--- src/hw/ebpc_pkg.sv ---
/*
   ebpc_pkg: constants and types shared by the external bus pin configuration logic.
   Assumes a 32-bit AXI4-Lite register bus with word-aligned registers.
*/
package ebpc_pkg;

   // ********************************************************************
   // register map
   // ********************************************************************
   localparam logic [3:0] EBPC_OFF_CTRL0   = 4'h0;
   localparam logic [3:0] EBPC_OFF_CSWAIT  = 4'h4;
   localparam logic [3:0] EBPC_OFF_MODE    = 4'h8;
   localparam logic [3:0] EBPC_OFF_PINSTAT = 4'hC;

   // ********************************************************************
   // control register fields
   // ********************************************************************
   localparam int          EBPC_THR_BIT   = 7;
   localparam int          EBPC_HIGH_BYTE_ENABLE_BIT  = 5;
   localparam int          EBPC_ASIZ_MSB  = 4;
   localparam int          EBPC_ASIZ_W    = 5;
   localparam logic [7:0]  EBPC_CTRL0_RST = 8'h37;
   localparam logic [7:0]  EBPC_CTRL0_WMASK = 8'hBF;
   localparam int          EBPC_ADDR_LINES  = 23;
   localparam int          EBPC_CS_LINES    = 4;

   // ********************************************************************
   // operating modes
   // ********************************************************************
   typedef enum logic [2:0]
   {
      EBPC_MODE_NS = 3'h0,
      EBPC_MODE_SS = 3'h1,
      EBPC_MODE_NX = 3'h2,
      EBPC_MODE_ES = 3'h3,
      EBPC_MODE_EX = 3'h4,
      EBPC_MODE_ST = 3'h5
   } ebpc_mode_type;

   localparam logic [1:0] EBPC_RESP_OKAY   = 2'h0;
   localparam logic [1:0] EBPC_RESP_SLVERR = 2'h2;

endpackage

--- src/hw/ebpc_cfg_if.sv ---
/*
   ebpc_cfg_if: configuration fields carried from the register file to the pin decoder.
   Assumes one clock domain; the fields are registered at the source.
*/
`timescale 1ns/1ps
interface ebpc_cfg_if;
   logic       thr_sel;
   logic       high_byte_enable;
   logic [4:0] asiz;
   logic [3:0] cs_wait;
   logic [2:0] mode;

   modport src
   (
      output thr_sel, high_byte_enable, asiz, cs_wait, mode
   );
   modport dst
   (
      input  thr_sel, high_byte_enable, asiz, cs_wait, mode
   );
endinterface

--- src/hw/ebpc_decode.sv ---
/*
   ebpc_decode: combinational pin-use and threshold decode from mode and control fields.
   Assumes fields arrive registered; outputs are re-registered by the parent.
*/
`timescale 1ns/1ps
module ebpc_decode
   import ebpc_pkg::*;
(
   ebpc_cfg_if.dst                  cfg,
   output wire logic                data_hi_en,
   output wire logic                data_lo_en,
   output wire logic                strobe_en,
   output wire logic [22:0]         addr_en,
   output wire logic                upper_strobe_en,
   output wire logic                thr_data_lo,
   output wire logic                thr_data_hi,
   output wire logic                thr_wait,
   output wire logic                wait_en
);
   wire logic is_nx   = (cfg.mode == EBPC_MODE_NX);
   wire logic is_emu  = (cfg.mode == EBPC_MODE_ES) || (cfg.mode == EBPC_MODE_EX);
   wire logic is_full = is_emu || (cfg.mode == EBPC_MODE_ST);
   wire logic is_ext  = is_nx || is_full;
   wire logic [4:0] eff_asiz = is_full ? 5'h17 : (is_nx ? cfg.asiz : 5'h00);

   assign data_lo_en      = is_ext;
   assign data_hi_en      = is_full || (is_nx && cfg.high_byte_enable);
   assign strobe_en       = data_hi_en;
   // a nonzero effective size claims the upper byte strobe line; single-chip modes force it to zero
   assign upper_strobe_en = (eff_asiz != 5'h00) || strobe_en;

   // address line n (n>=1) is driven when the effective size exceeds n
   genvar g;
   generate
      for (g = 0; g < 23; g++)
      begin : g_addr
         if (g == 0)
         begin : g_a0
            assign addr_en[g] = 1'b0;
         end
         else
         begin : g_an
            assign addr_en[g] = (eff_asiz > 5'(g));
         end
      end
   endgenerate

   assign wait_en     = |cfg.cs_wait;
   assign thr_data_lo = is_emu || (cfg.thr_sel && (is_nx || (cfg.mode == EBPC_MODE_ST)));
   assign thr_data_hi = is_emu
                        || (cfg.thr_sel && ((is_nx && cfg.high_byte_enable)
                                            || (cfg.mode == EBPC_MODE_ST)));
   assign thr_wait    = cfg.thr_sel && wait_en
                        && (is_nx || (cfg.mode == EBPC_MODE_EX));
endmodule // ebpc_decode

--- src/hw/ebpc_top.sv ---
/*
   ebpc_top: external bus pin configuration with an AXI4-Lite register file.
   Assumes operating mode is a synchronous input; pin enables feed a pad ring.
*/
`timescale 1ns/1ps

// Operation
// - normal expanded mode sizes and enables bus pins from the control fields
// - emulation and special test modes always give the full-width bus
// - single-chip modes give no external bus function on any pin but the wait input
// - high byte enable gates upper data lines and strobe_en; upper strobe also set by a nonzero size
// - size field counts low-aligned address lines driven; others are freed
// - size 0 drives nothing, 1 upper strobe, 2 adds address line 1
// - after reset in expanded modes address lines 1 to 22 are outputs
// - threshold bit 0 keeps standard levels outside emulation; 1 reduces only on used bus pins
// - threshold per input from bit, mode and pin enable; emulation data always reduced
// - normal expanded with bit set: low data reduced, high data if enabled
// - wait input enabled by any chip-select using it; gates its threshold
module ebpc_top
   import ebpc_pkg::*;
(
   input  wire logic                sys_clk,
   input  wire logic                rst,
   input  wire ebpc_pkg::ebpc_mode_type op_mode,
   input  wire logic [3:0]          s_axi_awaddr,
   input  wire logic                s_axi_awvalid,
   output logic                     s_axi_awready,
   input  wire logic [31:0]         s_axi_wdata,
   input  wire logic [3:0]          s_axi_wstrb,
   input  wire logic                s_axi_wvalid,
   output logic                     s_axi_wready,
   output logic [1:0]               s_axi_bresp,
   output logic                     s_axi_bvalid,
   input  wire logic                s_axi_bready,
   input  wire logic [3:0]          s_axi_araddr,
   input  wire logic                s_axi_arvalid,
   output logic                     s_axi_arready,
   output logic [31:0]              s_axi_rdata,
   output logic [1:0]               s_axi_rresp,
   output logic                     s_axi_rvalid,
   input  wire logic                s_axi_rready,
   output logic                     data_hi_en_ff,
   output logic                     data_lo_en_ff,
   output logic                     strobe_en_ff,
   output logic                     upper_strobe_en_ff,
   output logic [22:0]              addr_en_ff,
   output logic                     thr_data_lo_ff,
   output logic                     thr_data_hi_ff,
   output logic                     thr_wait_ff,
   output logic                     wait_en_ff
);
   import ebpc_pkg::*;

   // ********************************************************************
   // register storage
   // ********************************************************************
   logic [7:0]    ctrl0_ff;
   logic [3:0]    cswait_ff;
   logic [2:0]    mode_ff;
   logic [3:0]    awaddr_ff;
   logic          aw_held_ff;
   logic [31:0]   wdata_ff;
   logic [3:0]    wstrb_ff;
   logic          w_held_ff;

   ebpc_cfg_if cfg_bus ();

   assign cfg_bus.thr_sel = ctrl0_ff[EBPC_THR_BIT];
   assign cfg_bus.high_byte_enable    = ctrl0_ff[EBPC_HIGH_BYTE_ENABLE_BIT];
   assign cfg_bus.asiz    = ctrl0_ff[EBPC_ASIZ_MSB:0];
   assign cfg_bus.cs_wait = cswait_ff;
   assign cfg_bus.mode    = mode_ff;

   // ********************************************************************
   // write channel: address and data accepted in either order
   // ********************************************************************
   wire logic aw_take  = s_axi_awvalid && s_axi_awready;
   wire logic w_take   = s_axi_wvalid && s_axi_wready;
   wire logic aw_have  = aw_held_ff || aw_take;
   wire logic w_have   = w_held_ff || w_take;
   wire logic wr_fire  = aw_have && w_have && !s_axi_bvalid;
   wire logic [3:0]  wr_addr = aw_held_ff ? awaddr_ff : s_axi_awaddr;
   wire logic [31:0] wr_data = w_held_ff ? wdata_ff : s_axi_wdata;
   wire logic [3:0]  wr_strb = w_held_ff ? wstrb_ff : s_axi_wstrb;
   wire logic wr_ctrl0 = wr_fire && (wr_addr == EBPC_OFF_CTRL0) && wr_strb[0];
   wire logic wr_cswt  = wr_fire && (wr_addr == EBPC_OFF_CSWAIT) && wr_strb[0];
   wire logic wr_ok    = (wr_addr == EBPC_OFF_CTRL0) || (wr_addr == EBPC_OFF_CSWAIT);
   wire logic [7:0] nxt_ctrl0 = (wr_data[7:0] & EBPC_CTRL0_WMASK);

   always_ff @(posedge sys_clk or posedge rst)
   begin
      if (rst)
      begin
         s_axi_awready <= 1'b0;
         s_axi_wready  <= 1'b0;
         aw_held_ff    <= 1'b0;
         w_held_ff     <= 1'b0;
         awaddr_ff     <= 4'h0;
         wdata_ff      <= 32'h0000_0000;
         wstrb_ff      <= 4'h0;
         s_axi_bvalid  <= 1'b0;
         s_axi_bresp   <= EBPC_RESP_OKAY;
      end
      else
      begin
         // ready drops once an item is held, so one write is in flight at most
         s_axi_awready <= !aw_have && !wr_fire && !s_axi_bvalid;
         s_axi_wready  <= !w_have && !wr_fire && !s_axi_bvalid;
         aw_held_ff    <= aw_have && !wr_fire;
         w_held_ff     <= w_have && !wr_fire;
         if (aw_take)
            awaddr_ff <= s_axi_awaddr;
         if (w_take)
         begin
            wdata_ff <= s_axi_wdata;
            wstrb_ff <= s_axi_wstrb;
         end
         if (wr_fire)
         begin
            s_axi_bvalid <= 1'b1;
            s_axi_bresp  <= wr_ok ? EBPC_RESP_OKAY : EBPC_RESP_SLVERR;
         end
         else if (s_axi_bready)
            s_axi_bvalid <= 1'b0;
      end
   end

   // ********************************************************************
   // configuration registers
   // ********************************************************************
   always_ff @(posedge sys_clk or posedge rst)
   begin
      if (rst)
      begin
         ctrl0_ff  <= EBPC_CTRL0_RST;
         cswait_ff <= 4'h0;
         mode_ff   <= 3'h0;
      end
      else
      begin
         mode_ff <= op_mode;
         if (wr_ctrl0)
            ctrl0_ff <= nxt_ctrl0;
         if (wr_cswt)
            cswait_ff <= wr_data[3:0];
      end
   end

   // ********************************************************************
   // read channel
   // ********************************************************************
   wire logic rd_take = s_axi_arvalid && s_axi_arready;
   logic [31:0] rd_mux;
   logic        rd_ok;

   always_comb
   begin
      rd_ok  = 1'b1;
      rd_mux = 32'h0000_0000;
      unique case (s_axi_araddr)
         EBPC_OFF_CTRL0:   rd_mux = {24'h00_0000, ctrl0_ff};
         EBPC_OFF_CSWAIT:  rd_mux = {28'h000_0000, cswait_ff};
         EBPC_OFF_MODE:    rd_mux = {29'h0000_0000, mode_ff};
         EBPC_OFF_PINSTAT: rd_mux = {addr_en_ff, data_hi_en_ff, data_lo_en_ff,
                                     strobe_en_ff, upper_strobe_en_ff, thr_data_lo_ff,
                                     thr_data_hi_ff, thr_wait_ff, wait_en_ff, 1'b0};
         default:          rd_ok  = 1'b0;
      endcase
   end

   always_ff @(posedge sys_clk or posedge rst)
   begin
      if (rst)
      begin
         s_axi_arready <= 1'b0;
         s_axi_rvalid  <= 1'b0;
         s_axi_rdata   <= 32'h0000_0000;
         s_axi_rresp   <= EBPC_RESP_OKAY;
      end
      else
      begin
         s_axi_arready <= !s_axi_rvalid && !rd_take;
         if (rd_take)
         begin
            s_axi_rvalid <= 1'b1;
            s_axi_rdata  <= rd_mux;
            s_axi_rresp  <= rd_ok ? EBPC_RESP_OKAY : EBPC_RESP_SLVERR;
         end
         else if (s_axi_rready)
            s_axi_rvalid <= 1'b0;
      end
   end

   // ********************************************************************
   // pin decode, registered so pins change on a clean edge
   // ********************************************************************
   logic        dec_hi;
   logic        dec_lo;
   logic        dec_strb;
   logic        dec_ustrb;
   logic [22:0] dec_addr;
   logic        dec_tlo;
   logic        dec_thi;
   logic        dec_twait;
   logic        dec_wen;

   ebpc_decode u_decode
   (
      .cfg             (cfg_bus),
      .data_hi_en      (dec_hi),
      .data_lo_en      (dec_lo),
      .strobe_en       (dec_strb),
      .addr_en         (dec_addr),
      .upper_strobe_en (dec_ustrb),
      .thr_data_lo     (dec_tlo),
      .thr_data_hi     (dec_thi),
      .thr_wait        (dec_twait),
      .wait_en         (dec_wen)
   );

   // flopping the decode avoids decoder hazards reaching unchanged pins
   always_ff @(posedge sys_clk or posedge rst)
   begin
      if (rst)
      begin
         data_hi_en_ff      <= 1'b0;
         data_lo_en_ff      <= 1'b0;
         strobe_en_ff       <= 1'b0;
         upper_strobe_en_ff <= 1'b0;
         addr_en_ff         <= 23'h00_0000;
         thr_data_lo_ff     <= 1'b0;
         thr_data_hi_ff     <= 1'b0;
         thr_wait_ff        <= 1'b0;
         wait_en_ff         <= 1'b0;
      end
      else
      begin
         data_hi_en_ff      <= dec_hi;
         data_lo_en_ff      <= dec_lo;
         strobe_en_ff       <= dec_strb;
         upper_strobe_en_ff <= dec_ustrb;
         addr_en_ff         <= dec_addr;
         thr_data_lo_ff     <= dec_tlo;
         thr_data_hi_ff     <= dec_thi;
         thr_wait_ff        <= dec_twait;
         wait_en_ff         <= dec_wen;
      end
   end
endmodule // ebpc_top

--- config.mk ---
export PLATFORM = sky130hd
export DESIGN_NAME = ebpc_top
export DESIGN_NICKNAME = d
export VERILOG_FILES = /design/src/hw/ebpc_pkg.sv /design/src/hw/ebpc_cfg_if.sv /design/src/hw/ebpc_decode.sv /design/src/hw/ebpc_top.sv
export SDC_FILE = /design/constraint.sdc
export NUM_CORES = 1
export LEC_CHECK = 0
export BUFFER_PORTS_ARGS = -buffer_cell sky130_fd_sc_hd__buf_2
export CAP_MARGIN = 20
export CORE_UTILIZATION = 50
export CTS_BUF_LIST = sky130_fd_sc_hd__clkbuf_4 sky130_fd_sc_hd__clkbuf_8 sky130_fd_sc_hd__clkbuf_16
export CTS_CLUSTER_DIAMETER = 200
export CTS_CLUSTER_SIZE = 24
export DETAILED_ROUTE_END_ITERATION = 12
export PLACE_DENSITY = 0.8
export SYNTH_ARGS = -nofsm -noshare
export SYNTH_HDL_FRONTEND = slang
export SYNTH_SLANG_ARGS = --single-unit
export TNS_END_PERCENT = 20
--- constraint.sdc ---
create_clock -name sys_clk -period 5.7 [get_ports sys_clk]
set_input_delay 0 -clock sys_clk [delete_from_list [all_inputs] [get_ports sys_clk]]
set_output_delay 0 -clock sys_clk [all_outputs]
set_load 0.01 [all_outputs]
==> results of run 1 <==
## cell families after synthesis
group,share of synthesized area
flops,0.627
compound gates,0.130
simple gates,0.0895
mux,0.117
buf+inv,0.0333
xor+xnor,0.00233
other cells,0.000998
## sequential cells by signal (all words and copies together), names as in the netlist, 3 cells and up
| register | flops |
|---|---|
| wdata_ff | 7 |
| s_axi_rdata | 30 |
| cfg_bus.cs_wait | 4 |
| cfg_bus.mode | 3 |
| ctrl0_ff | 7 |
| awaddr_ff | 4 |
| addr_en_ff | 22 |
## power by group through the flow
stage	clock (W)	sequential, W	combinational [W]
2_1_floorplan	0	0.000951	0.000286
3_3_place_gp	0	0.000957	0.000406
3_5_place_dp	0	0.000966	0.000422
4_1_cts	0.000581	0.000953	0.000437
5_1_grt	0.000610	0.000974	0.000485
6_report	0.000570	0.000954	0.000436
## area by class of cell
type                    count  area, um^2  area share
repair buffers            119         734       0.153
well taps                  99         124      0.0258
multi-input cells         175        1290       0.268
clock buffers               9         124      0.0258
clock inverters             7         144      0.0300
inverters                   6        23.8     0.00496
flip-flops and latches     94        2360       0.492
## worst max-delay path: stages, from the launching register on
cell and delay (ns):
dfrtp_1 0.39, nand2_1 0.61, nor3_1 0.72, and2_0 0.34, buf_6 0.24, a22o_1 0.16
## per-layer routing
metal | wire (um) | up-vias | GRT usage | share of wire
li1 | - | 1265 | - | -
met1 | 3670 | 1315 | 0.281 | 0.47
met2 | 3700 | 86 | 0.344 | 0.47
met3 | 416 | 8 | 0.0541 | 0.053
met4 | 99 | 0 | 0.0836 | 0.013
met5 | 0 | - | 0 | 0
## Yosys cell counts, drive strengths merged, types with 2 or more instances
| library cell | count |
|---|---|
| a21oi | 9 |
| a22o | 26 |
| a22oi | 5 |
| and2 | 5 |
| buf | 8 |
| clkbuf | 11 |
| dfrtp | 89 |
| dfstp | 5 |
| inv | 6 |
| mux2 | 30 |
| mux2i | 4 |
| mux4 | 2 |
| nand2 | 16 |
| nand2b | 2 |
| nand3 | 3 |
| nand3b | 2 |
| nor2 | 20 |
| nor2b | 2 |
| nor3 | 4 |
| o21a | 2 |
| o21ai | 21 |
| o31ai | 2 |
| or3 | 3 |
| or4 | 2 |
## through the flow
step / cell area (um^2) / worst slack (ns) / util / total power, W / instances
floorplan: 3770 / 3.26 / - / 0.00124 / 294
global placement: 4270 / 2.76 / 0.588 / 0.00136 / 468
detailed placement: 4270 / 2.64 / 0.588 / 0.00139 / 468
CTS: 4750 / 2.63 / 0.655 / 0.00197 / 506
global route: 4790 / 2.99 / 0.661 / 0.00207 / 509
finish: 4790 / 3.17 / 0.661 / 0.00196 / 509
## cell usage in the layout (no fill, tap or decap), types with 5 or more instances in the layout
cell type      count
a22o_1            26
a22oi_1            5
dlygate4sd3_1     23
clkbuf_8           9
inv_1              5
o21ai_0           21
nor2_1            20
mux2_2            26
nand2_1           16
dfstp_2            5
buf_2             93
dfrtp_1           89
a21oi_1            8
## worst max-delay path by stage
stage / start / endpoint / slack, ns / depth (start not counted)
final: s_axi_arready / s_axi_rdata[15] / 3.17 / 5
after global routing: s_axi_arready / s_axi_rdata[14] / 2.99 / 5
after CTS: s_axi_arready / s_axi_rdata[14] / 2.63 / 4
after detailed placement: s_axi_arready / s_axi_rdata[18] / 2.64 / 4
after global placement: s_axi_arready / s_axi_rdata[28] / 2.76 / 4
after floorplan: rst / addr_en_ff[10] / 3.26 / 1
==> results by group, run 1 <==
Run status
  • Status: complete, no violations

GRT
  • Overall routing resource usage: 0.214
  • GRT overflow: 0
  • Number of global-route vias before repair: 2587
  • Largest net degree at the start of global routing: 95
  • First-pass GRT wire length: 12400 um
  • Initial antenna violation count: 0

Run
  • Max-cap violation count: 0

Setup path
  • WS Path Type: flip-flop to flip-flop
  • Arr. time, crit path: 2.82 ns
  • CP Data Required Time: 6.00 ns
  • Worst r2r src: s_axi_arready
  • Reg2Reg Depth: 5
  • RR Endpoint: s_axi_rdata[15]
  • Endpoint class of the critical path: flip-flop
  • R2r setup slk: 3.17 ns
  • Critical Path Fanout Max: 33
  • Crit start category: flip-flop

Power and ir drop
  • Part of the power in registers: 0.487
  • P_leak: 2.39 nW
  • PD cells: 409 nW/um^2
  • Power share of the clock group: 0.291
  • Combinational fraction of design power: 0.223
  • Peak VDD IR: 0.262 mV
  • Sw power: 0.000569 W
  • Sw Share: 0.290
  • P_int: 0.00139 W

CTS
  • TritonCTS Buffers: 9
  • Depth of the CTS H-tree: 3
  • Root buffer cell: clkbuf_8
  • Worst-skew pair later-pin latency: 0.36 ns
  • Post CTS Setup Buffer Count: 0
  • Clock-pin transition on the worst setup and hold timing paths: 0.09 ns
  • Post-CTS Resized: 0
  • Hold-fix buffers at CTS: 22
  • TritonCTS clock tree: done
  • Maximum root-to-sink buffer count: 2
  • CTS Sinks: 94

Final layout
  • Fill cells: 562
  • Fraction of layout cells with a size suffix above 1: 0.373
  • Final #Nets: 459
  • P&R area growth vs syn: 27.6%
  • Diode count: 0

Die
  • Die width: 88.7 um
  • Core outline area: 7250 um^2
  • Rows: 31
  • Die height: 88.7 um
  • Initial Utilization: 0.518
  • Die area: 7870 um^2
  • Num ports: 126

Placement
  • Port bufs: 93
  • GPL Wtd Cong: 0.801
  • Hpwl dp: 5320 um

Logic synthesis
  • Top-area cell type share of the netlist area: 0.593
  • Area leader, netlist: dfrtp_1
  • Number of synthesized flops with an enable pin: 0
  • Post-Synthesis Cells: 291
  • Post-synthesis cell area: 3760 um^2
  • Register area share after synthesis: 0.627
  • Synthesis warning total: 0
  • Top cells by area, synth: dfrtp_1, mux2_2, a22o_1
  • Top FF cell, synth: dfrtp_1
  • Fraction of registers with async set/reset: 1.00
  • #FFs+latches synth: 94
  • Mapped Avg Cell Area: 12.9 um^2
  • Post-synth cell types: 42

Drt
  • Via-to-Cell Ratio: 5.25
  • Drt first pass iters: 4
  • Via Count: 2674
  • DRC: 0
  • Antenna-violating nets left: 0
  • Final WL: 7890 um
  • Iter 0 DRT Violations: 224
  • Wire per inst: 15.5 um

Timing
  • TNS Setup: 0 ns
  • Fin. max-slew vios: 0
  • Final setup violation count: 0
  • Fmax: 396 MHz
  • RSZ-0062 raised after global routing: false
  • Fin. Hold Viols: 0
  • Final Cycle Share: 0.443
  • Least-Margin Pin Slew: 1.07 ns
  • Slew headroom: 0.282
  • WHS: 0.0164 ns
  • Clk_skew: 0.00858 ns
  • Min cycle time layout: 2.53 ns

Worst hold path
  • Hold Path Depth: 3
  • Hold path startpoint: s_axi_araddr[1]
  • Worst Hold End: s_axi_rdata[5]
  • Hold Crit Class: primary input to flip-flop
Power figures use the tool's default switching activity.
==> inputs of run 2 (changes only) <==
- clock period: 5.7 -> 2.51 ns (I/O delays scaled with it)
==> run 2 against run 1 <==
  * Global-route usage grew 0.54 points
  * Wire length increased by 0.58%
  * First-iteration DRC count is 39% lower
  * Critical path type unchanged
  * Hold slack about the same
  * Combinational power is 130% higher
  * Largest power group unchanged
  * Cell area fell by 1.1%
  * Register-to-register slack worse by 2.6 ns
  * Utilization decreased by 0.74 points
  * Largest cell class unchanged
==> results by group, run 2 (synthesis gave the netlist of run 1 again) <==
Run status
  • Status: complete, no violations

CTS
  • TritonCTS clock tree: done
  • Root buffer cell: clkbuf_8
  • TritonCTS Buffers: 9
  • Worst-skew pair later-pin latency: 0.36 ns
  • Depth of the CTS H-tree: 3
  • Maximum root-to-sink buffer count: 2
  • Post-CTS Resized: 0
  • CTS Sinks: 94
  • Clock-pin transition on the worst setup and hold timing paths: 0.09 ns

Final layout
  • Diode count: 0
  • Top reg by flops: s_axi_rdata
  • Most frequent cells in the layout: buf_2, dfrtp_1, mux2_2, a22o_1, dlygate4sd3_1
  • Commonest non-fill, non-tap cell in the layout: buf_2
  • Fin area: 4740 um^2
  • Final #Nets: 461
  • Largest regs: s_axi_rdata x30, addr_en_ff x22
  • Fill cells: 585
  • Max FFs per register: 30
  • P&R area growth vs syn: 26.1%
  • Fraction of layout cells with a size suffix above 1: 0.376

Timing
  • Fin. Hold Viols: 0
  • Least-Margin Pin Slew: 0.799 ns
  • Fmax: 519 MHz
  • Clk_skew: 0.0129 ns
  • Fin. max-slew vios: 0
  • RSZ-0062 raised after global routing: false
  • Min cycle time layout: 1.93 ns
  • TNS Setup: 0 ns
  • Final Cycle Share: 0.767
  • Final setup violation count: 0
  • Slew headroom: 0.465
  • WHS: 0.0162 ns

Setup path
  • Worst path cell trace: a21oi_4, or3_4, or4b_4, mux2_4
  • CP peak stage delay: 0.61 ns
  • CP Data Required Time: 2.76 ns
  • WS Path Type: flip-flop to flip-flop
  • Worst-path cell with the longest stage delay: or4b_4
  • R2r setup slk: 0.58 ns
  • Arr. time, crit path: 2.18 ns
  • Crit start category: flip-flop
  • Critical Path Fanout Max: 4
  • Endpoint class of the critical path: flip-flop

Drt
  • Met2 wire len: 3850 um
  • Met3 wire len: 425 um
  • Via-to-Cell Ratio: 5.34
  • Highest routed layer: met4
  • Final WL: 7930 um
  • DRC: 0
  • Iter 0 DRT Violations: 136
  • Drt first pass iters: 4
  • Via Count: 2729
  • Antenna-violating nets left: 0
  • Wl on met1: 3560 um
  • Wire per inst: 15.5 um

Placement
  • Placement Cell Area: 4310 um^2
  • Port bufs: 93
  • Hpwl dp: 5590 um
  • GPL Wtd Cong: 0.815

Power and ir drop
  • Combinational fraction of design power: 0.243
  • Power share of the clock group: 0.240
  • P_int: 0.00289 W
  • Sw power: 0.00129 W
  • Peak VDD IR: 0.502 mV
  • Sw Share: 0.310
  • Part of the power in registers: 0.517
  • PD cells: 882 nW/um^2
  • Power Total: 0.00418 W
  • P_leak: 2.37 nW

GRT
  • GRT overflow: 0
  • Number of global-route vias before repair: 2741
  • Largest net degree at the start of global routing: 47
  • Overall routing resource usage: 0.220
  • First-pass GRT wire length: 12900 um
  • Initial antenna violation count: 0

Die
  • Initial Utilization: 0.518
  • Die height: 88.7 um
  • Rows: 31
  • Core outline area: 7250 um^2
  • Num ports: 126
  • Die area: 7870 um^2
  • Die width: 88.7 um

Worst hold path
  • Hold Crit Class: primary input to flip-flop

Run
  • Max-cap violation count: 0
## run 2: worst paths after layout
kind                                  from                 end  depth (start not counted)
setup / recovery              s_axi_wready  cfg_bus.cs_wait[1]                          4
hold / removal             s_axi_araddr[1]      s_axi_rdata[3]                          3
setup reg to reg              s_axi_wready  cfg_bus.cs_wait[1]                          4
hold reg to reg               s_axi_rvalid       s_axi_arready                          1
max in group asynchronous              rst     s_axi_rdata[29]                          4
min in group asynchronous              rst          wait_en_ff                          3
## run 2: worst max-delay path, delay by kind of cell, from the launching register on
family           cells  cell delay (ns)
multiplexers         1             0.33
flip-flops           1             0.43
AO/OA/AOI/OAI        1             0.08
AND/OR/NAND/NOR      2             0.99
## run 2: per-layer routing
layer	up-vias	GRT usage
li1	1270	-
met1	1350	0.271
met2	96	0.371
met3	13	0.0597
met4	0	0.0821
met5	-	0
## run 2: area by class of cell
type,count,area [um^2],area share
timing repair buffer,121,746,0.157
sequential,94,2360,0.497
clock inverter,6,71.3,0.0150
tap,99,124,0.0261
inverter,6,23.8,0.00501
clock buffer,10,131,0.0277
multi-input combinational,175,1290,0.271
## run 2: repair_timing
action / CTS / global route
hold endpoints to repair: 66 / 0
setup buffers: 0 / 0
hold buffers: 23 / 0
## run 2: power by group through the flow
stage / logic, W / registers, W / clock network [W]
after floorplan: 0.000649 / 0.00216 / 0
after global placement: 0.000956 / 0.00216 / 0
after detailed placement: 0.000996 / 0.00218 / 0
after CTS: 0.00103 / 0.00216 / 0.00103
after global routing: 0.00112 / 0.00221 / 0.00110
final: 0.00102 / 0.00216 / 0.00100
## run 2: metrics by stage
stage	util	worst slack, ns	std cells
6_report	0.654	0.584	511
5_1_grt	0.654	0.398	511
4_1_cts	0.654	0.581	511
3_5_place_dp	0.594	0.592	472
3_3_place_gp	0.594	0.619	472
2_1_floorplan	-	0.0696	294
==> inputs of run 3 (changes only) <==
- clock period: 2.51 -> 1.9 ns (I/O delays scaled with it)
==> run 3 against run 2 <==
  * The run now ends with setup timing left
  * Cell area up 0.87%
  * Utilization up 0.57 points
  * Wire length up 1.4%
  * Sequential power up 32%
  * Die area unchanged
  * Clock skew down 0.0020 ns
  * Total power up 32%
  * Largest power group unchanged
==> results by group, run 3 (synthesis gave the netlist of run 1 again) <==
CTS
  • Root buffer cell: clkbuf_8
  • Worst-skew pair later-pin latency: 0.37 ns
  • Maximum root-to-sink buffer count: 2
  • Depth of the CTS H-tree: 3
  • Clock-pin transition on the worst setup and hold timing paths: 0.10 ns
  • TritonCTS Buffers: 9
  • TritonCTS clock tree: done
  • CTS Sinks: 94

Setup path
  • Worst setup endpoint: cfg_bus.cs_wait[3]
  • Reg2Reg Depth: 4
  • Endpoint class of the critical path: flip-flop
  • Worst path cell trace: nor4_2, nor2_1, or4b_4, mux2_4
  • Critical Path Fanout Max: 4
  • Arr. time, crit path: 2.16 ns
  • Critical Path Source: aw_held_ff
  • WS Path Type: flip-flop to flip-flop
  • Worst r2r src: aw_held_ff
  • RR Endpoint: cfg_bus.cs_wait[3]
  • Crit start category: flip-flop
  • CP Data Required Time: 2.15 ns
  • Worst-path cell with the longest stage delay: or4b_4
  • R2r setup slk: -0.01 ns
  • CP peak stage delay: 0.60 ns

Power and ir drop
  • Sw power: 0.00179 W
  • P_int: 0.00374 W
  • PD cells: 1160 nW/um^2
  • Sw Share: 0.324
  • Combinational fraction of design power: 0.257
  • Peak VDD IR: 0.796 mV
  • P_leak: 2.39 nW
  • Part of the power in registers: 0.516
  • Power share of the clock group: 0.227

GRT
  • Initial antenna violation count: 0
  • First-pass GRT wire length: 12800 um
  • Overall routing resource usage: 0.217
  • Largest net degree at the start of global routing: 95
  • Number of global-route vias before repair: 2719
  • GRT overflow: 0

Final layout
  • Largest regs: s_axi_rdata x30, addr_en_ff x22
  • Fraction of layout cells with a size suffix above 1: 0.400
  • Commonest non-fill, non-tap cell in the layout: buf_2
  • Top reg by flops: s_axi_rdata
  • Final #Nets: 467
  • Fill cells: 562
  • P&R area growth vs syn: 27.2%
  • Diode count: 0
  • Max FFs per register: 30
  • Multi-input combinational cell area: 1300 um^2
  • Register area: 2360 um^2
  • Final core occ: 0.659
  • Most frequent cells in the layout: buf_2, dfrtp_1, mux2_2, a22o_1

Die
  • Core outline area: 7250 um^2
  • Initial Utilization: 0.518
  • Die area: 7870 um^2
  • Rows: 31
  • Die height: 88.7 um
  • Num ports: 126
  • Die width: 88.7 um

Run
  • Max-cap violation count: 0

Run status
  • Status: finished, violations left
  • Violated checks: setup timing

Timing
  • WHS: 0.0186 ns
  • Fin. max-slew vios: 0
  • Final setup violation count: 4
  • Clk_skew: 0.0109 ns
  • Fmax: 523 MHz
  • Final Cycle Share: 1.01
  • Worst Setup Slack, final: -0.0116 ns
  • Fin. Hold Viols: 0
  • RSZ-0062 raised after global routing: true
  • Min cycle time layout: 1.91 ns

Drt
  • Antenna-violating nets left: 0
  • Final WL: 8040 um
  • Iter 0 DRT Violations: 188
  • Via Count: 2758
  • DRC: 0
  • Drt first pass iters: 4
  • Wire per inst: 15.6 um
  • Via-to-Cell Ratio: 5.33

Placement
  • Hpwl dp: 5430 um
  • GPL Wtd Cong: 0.845
  • Port bufs: 93

Worst hold path
  • Hold Crit Class: primary input to flip-flop
run 3: cell types whose count changed in the layout (fill, tap and decap cells not counted), sizes merged:
cell / delta
buf: +9
dlygate4sd3: -3
inv: +3
bufinv: -1
clkbuf: -1
clkinv: -1
run 3: power by group through the flow:
stage	clock, W	combinational [W]	sequential [W]
3_5_place_dp	0	0.00138	0.00287
5_1_grt	0.00137	0.00157	0.00291
2_1_floorplan	0	0.000858	0.00285
4_1_cts	0.00129	0.00141	0.00283
6_report	0.00126	0.00142	0.00286
3_3_place_gp	0	0.00134	0.00284
run 3: worst min-delay path by stage:
stage	cells past startpoint	end	start
after floorplan	0	cfg_bus.mode[0]	op_mode[0]
after global routing	3	s_axi_rdata[3]	s_axi_araddr[1]
after global placement	1	cfg_bus.mode[0]	op_mode[0]
final	3	s_axi_rdata[5]	s_axi_araddr[1]
after CTS	3	s_axi_rdata[7]	s_axi_araddr[1]
after detailed placement	1	cfg_bus.mode[0]	op_mode[0]
run 3: timing repair:
item | CTS | global route
hold endpoints to repair | 111 | 0
hold buffers | 20 | 0
pin swaps | 1 | 1
endpoints found under the setup margin | 3 | 13
gates resized for setup | 0 | 4
setup buffers | 0 | 1
run 3: per-layer routing:
layer  global-route usage  vias up  part of all wire
li1                     -     1283                 -
met1                0.279     1356              0.44
met2                0.364      103              0.50
met3               0.0401       16             0.042
met4               0.0894        0             0.019
met5                    0        -                 0
run 3: per-stage QoR:
step	setup WS [ns]	TNS, ns	total power [W]	area (um^2)	std cells
after CTS	0.00878	0	0.00554	4760	516
final	-0.0116	-0.0274	0.00553	4780	517
after floorplan	0.0108	0	0.00371	3770	294
after detailed placement	0.00275	0	0.00425	4370	480
after global placement	0.0463	0	0.00418	4370	480
after global routing	-0.0850	-0.305	0.00585	4780	517
run 3: layout make-up:
cell class,instances,area share
Inverter,6,0.00549
Timing Repair Buffer,127,0.164
Clock buffer,9,0.0259
Clock inverter,7,0.0136
Sequential cell,94,0.493
Multi-Input combinational cell,175,0.272
Tap cell,99,0.0259
run 3: worst max-delay path, delay by kind of cell (launching register included):
family / cells / cell delay (ns)
and+or+nand+nor: 3 / 1.02
DFF: 1 / 0.45
muxes: 1 / 0.32
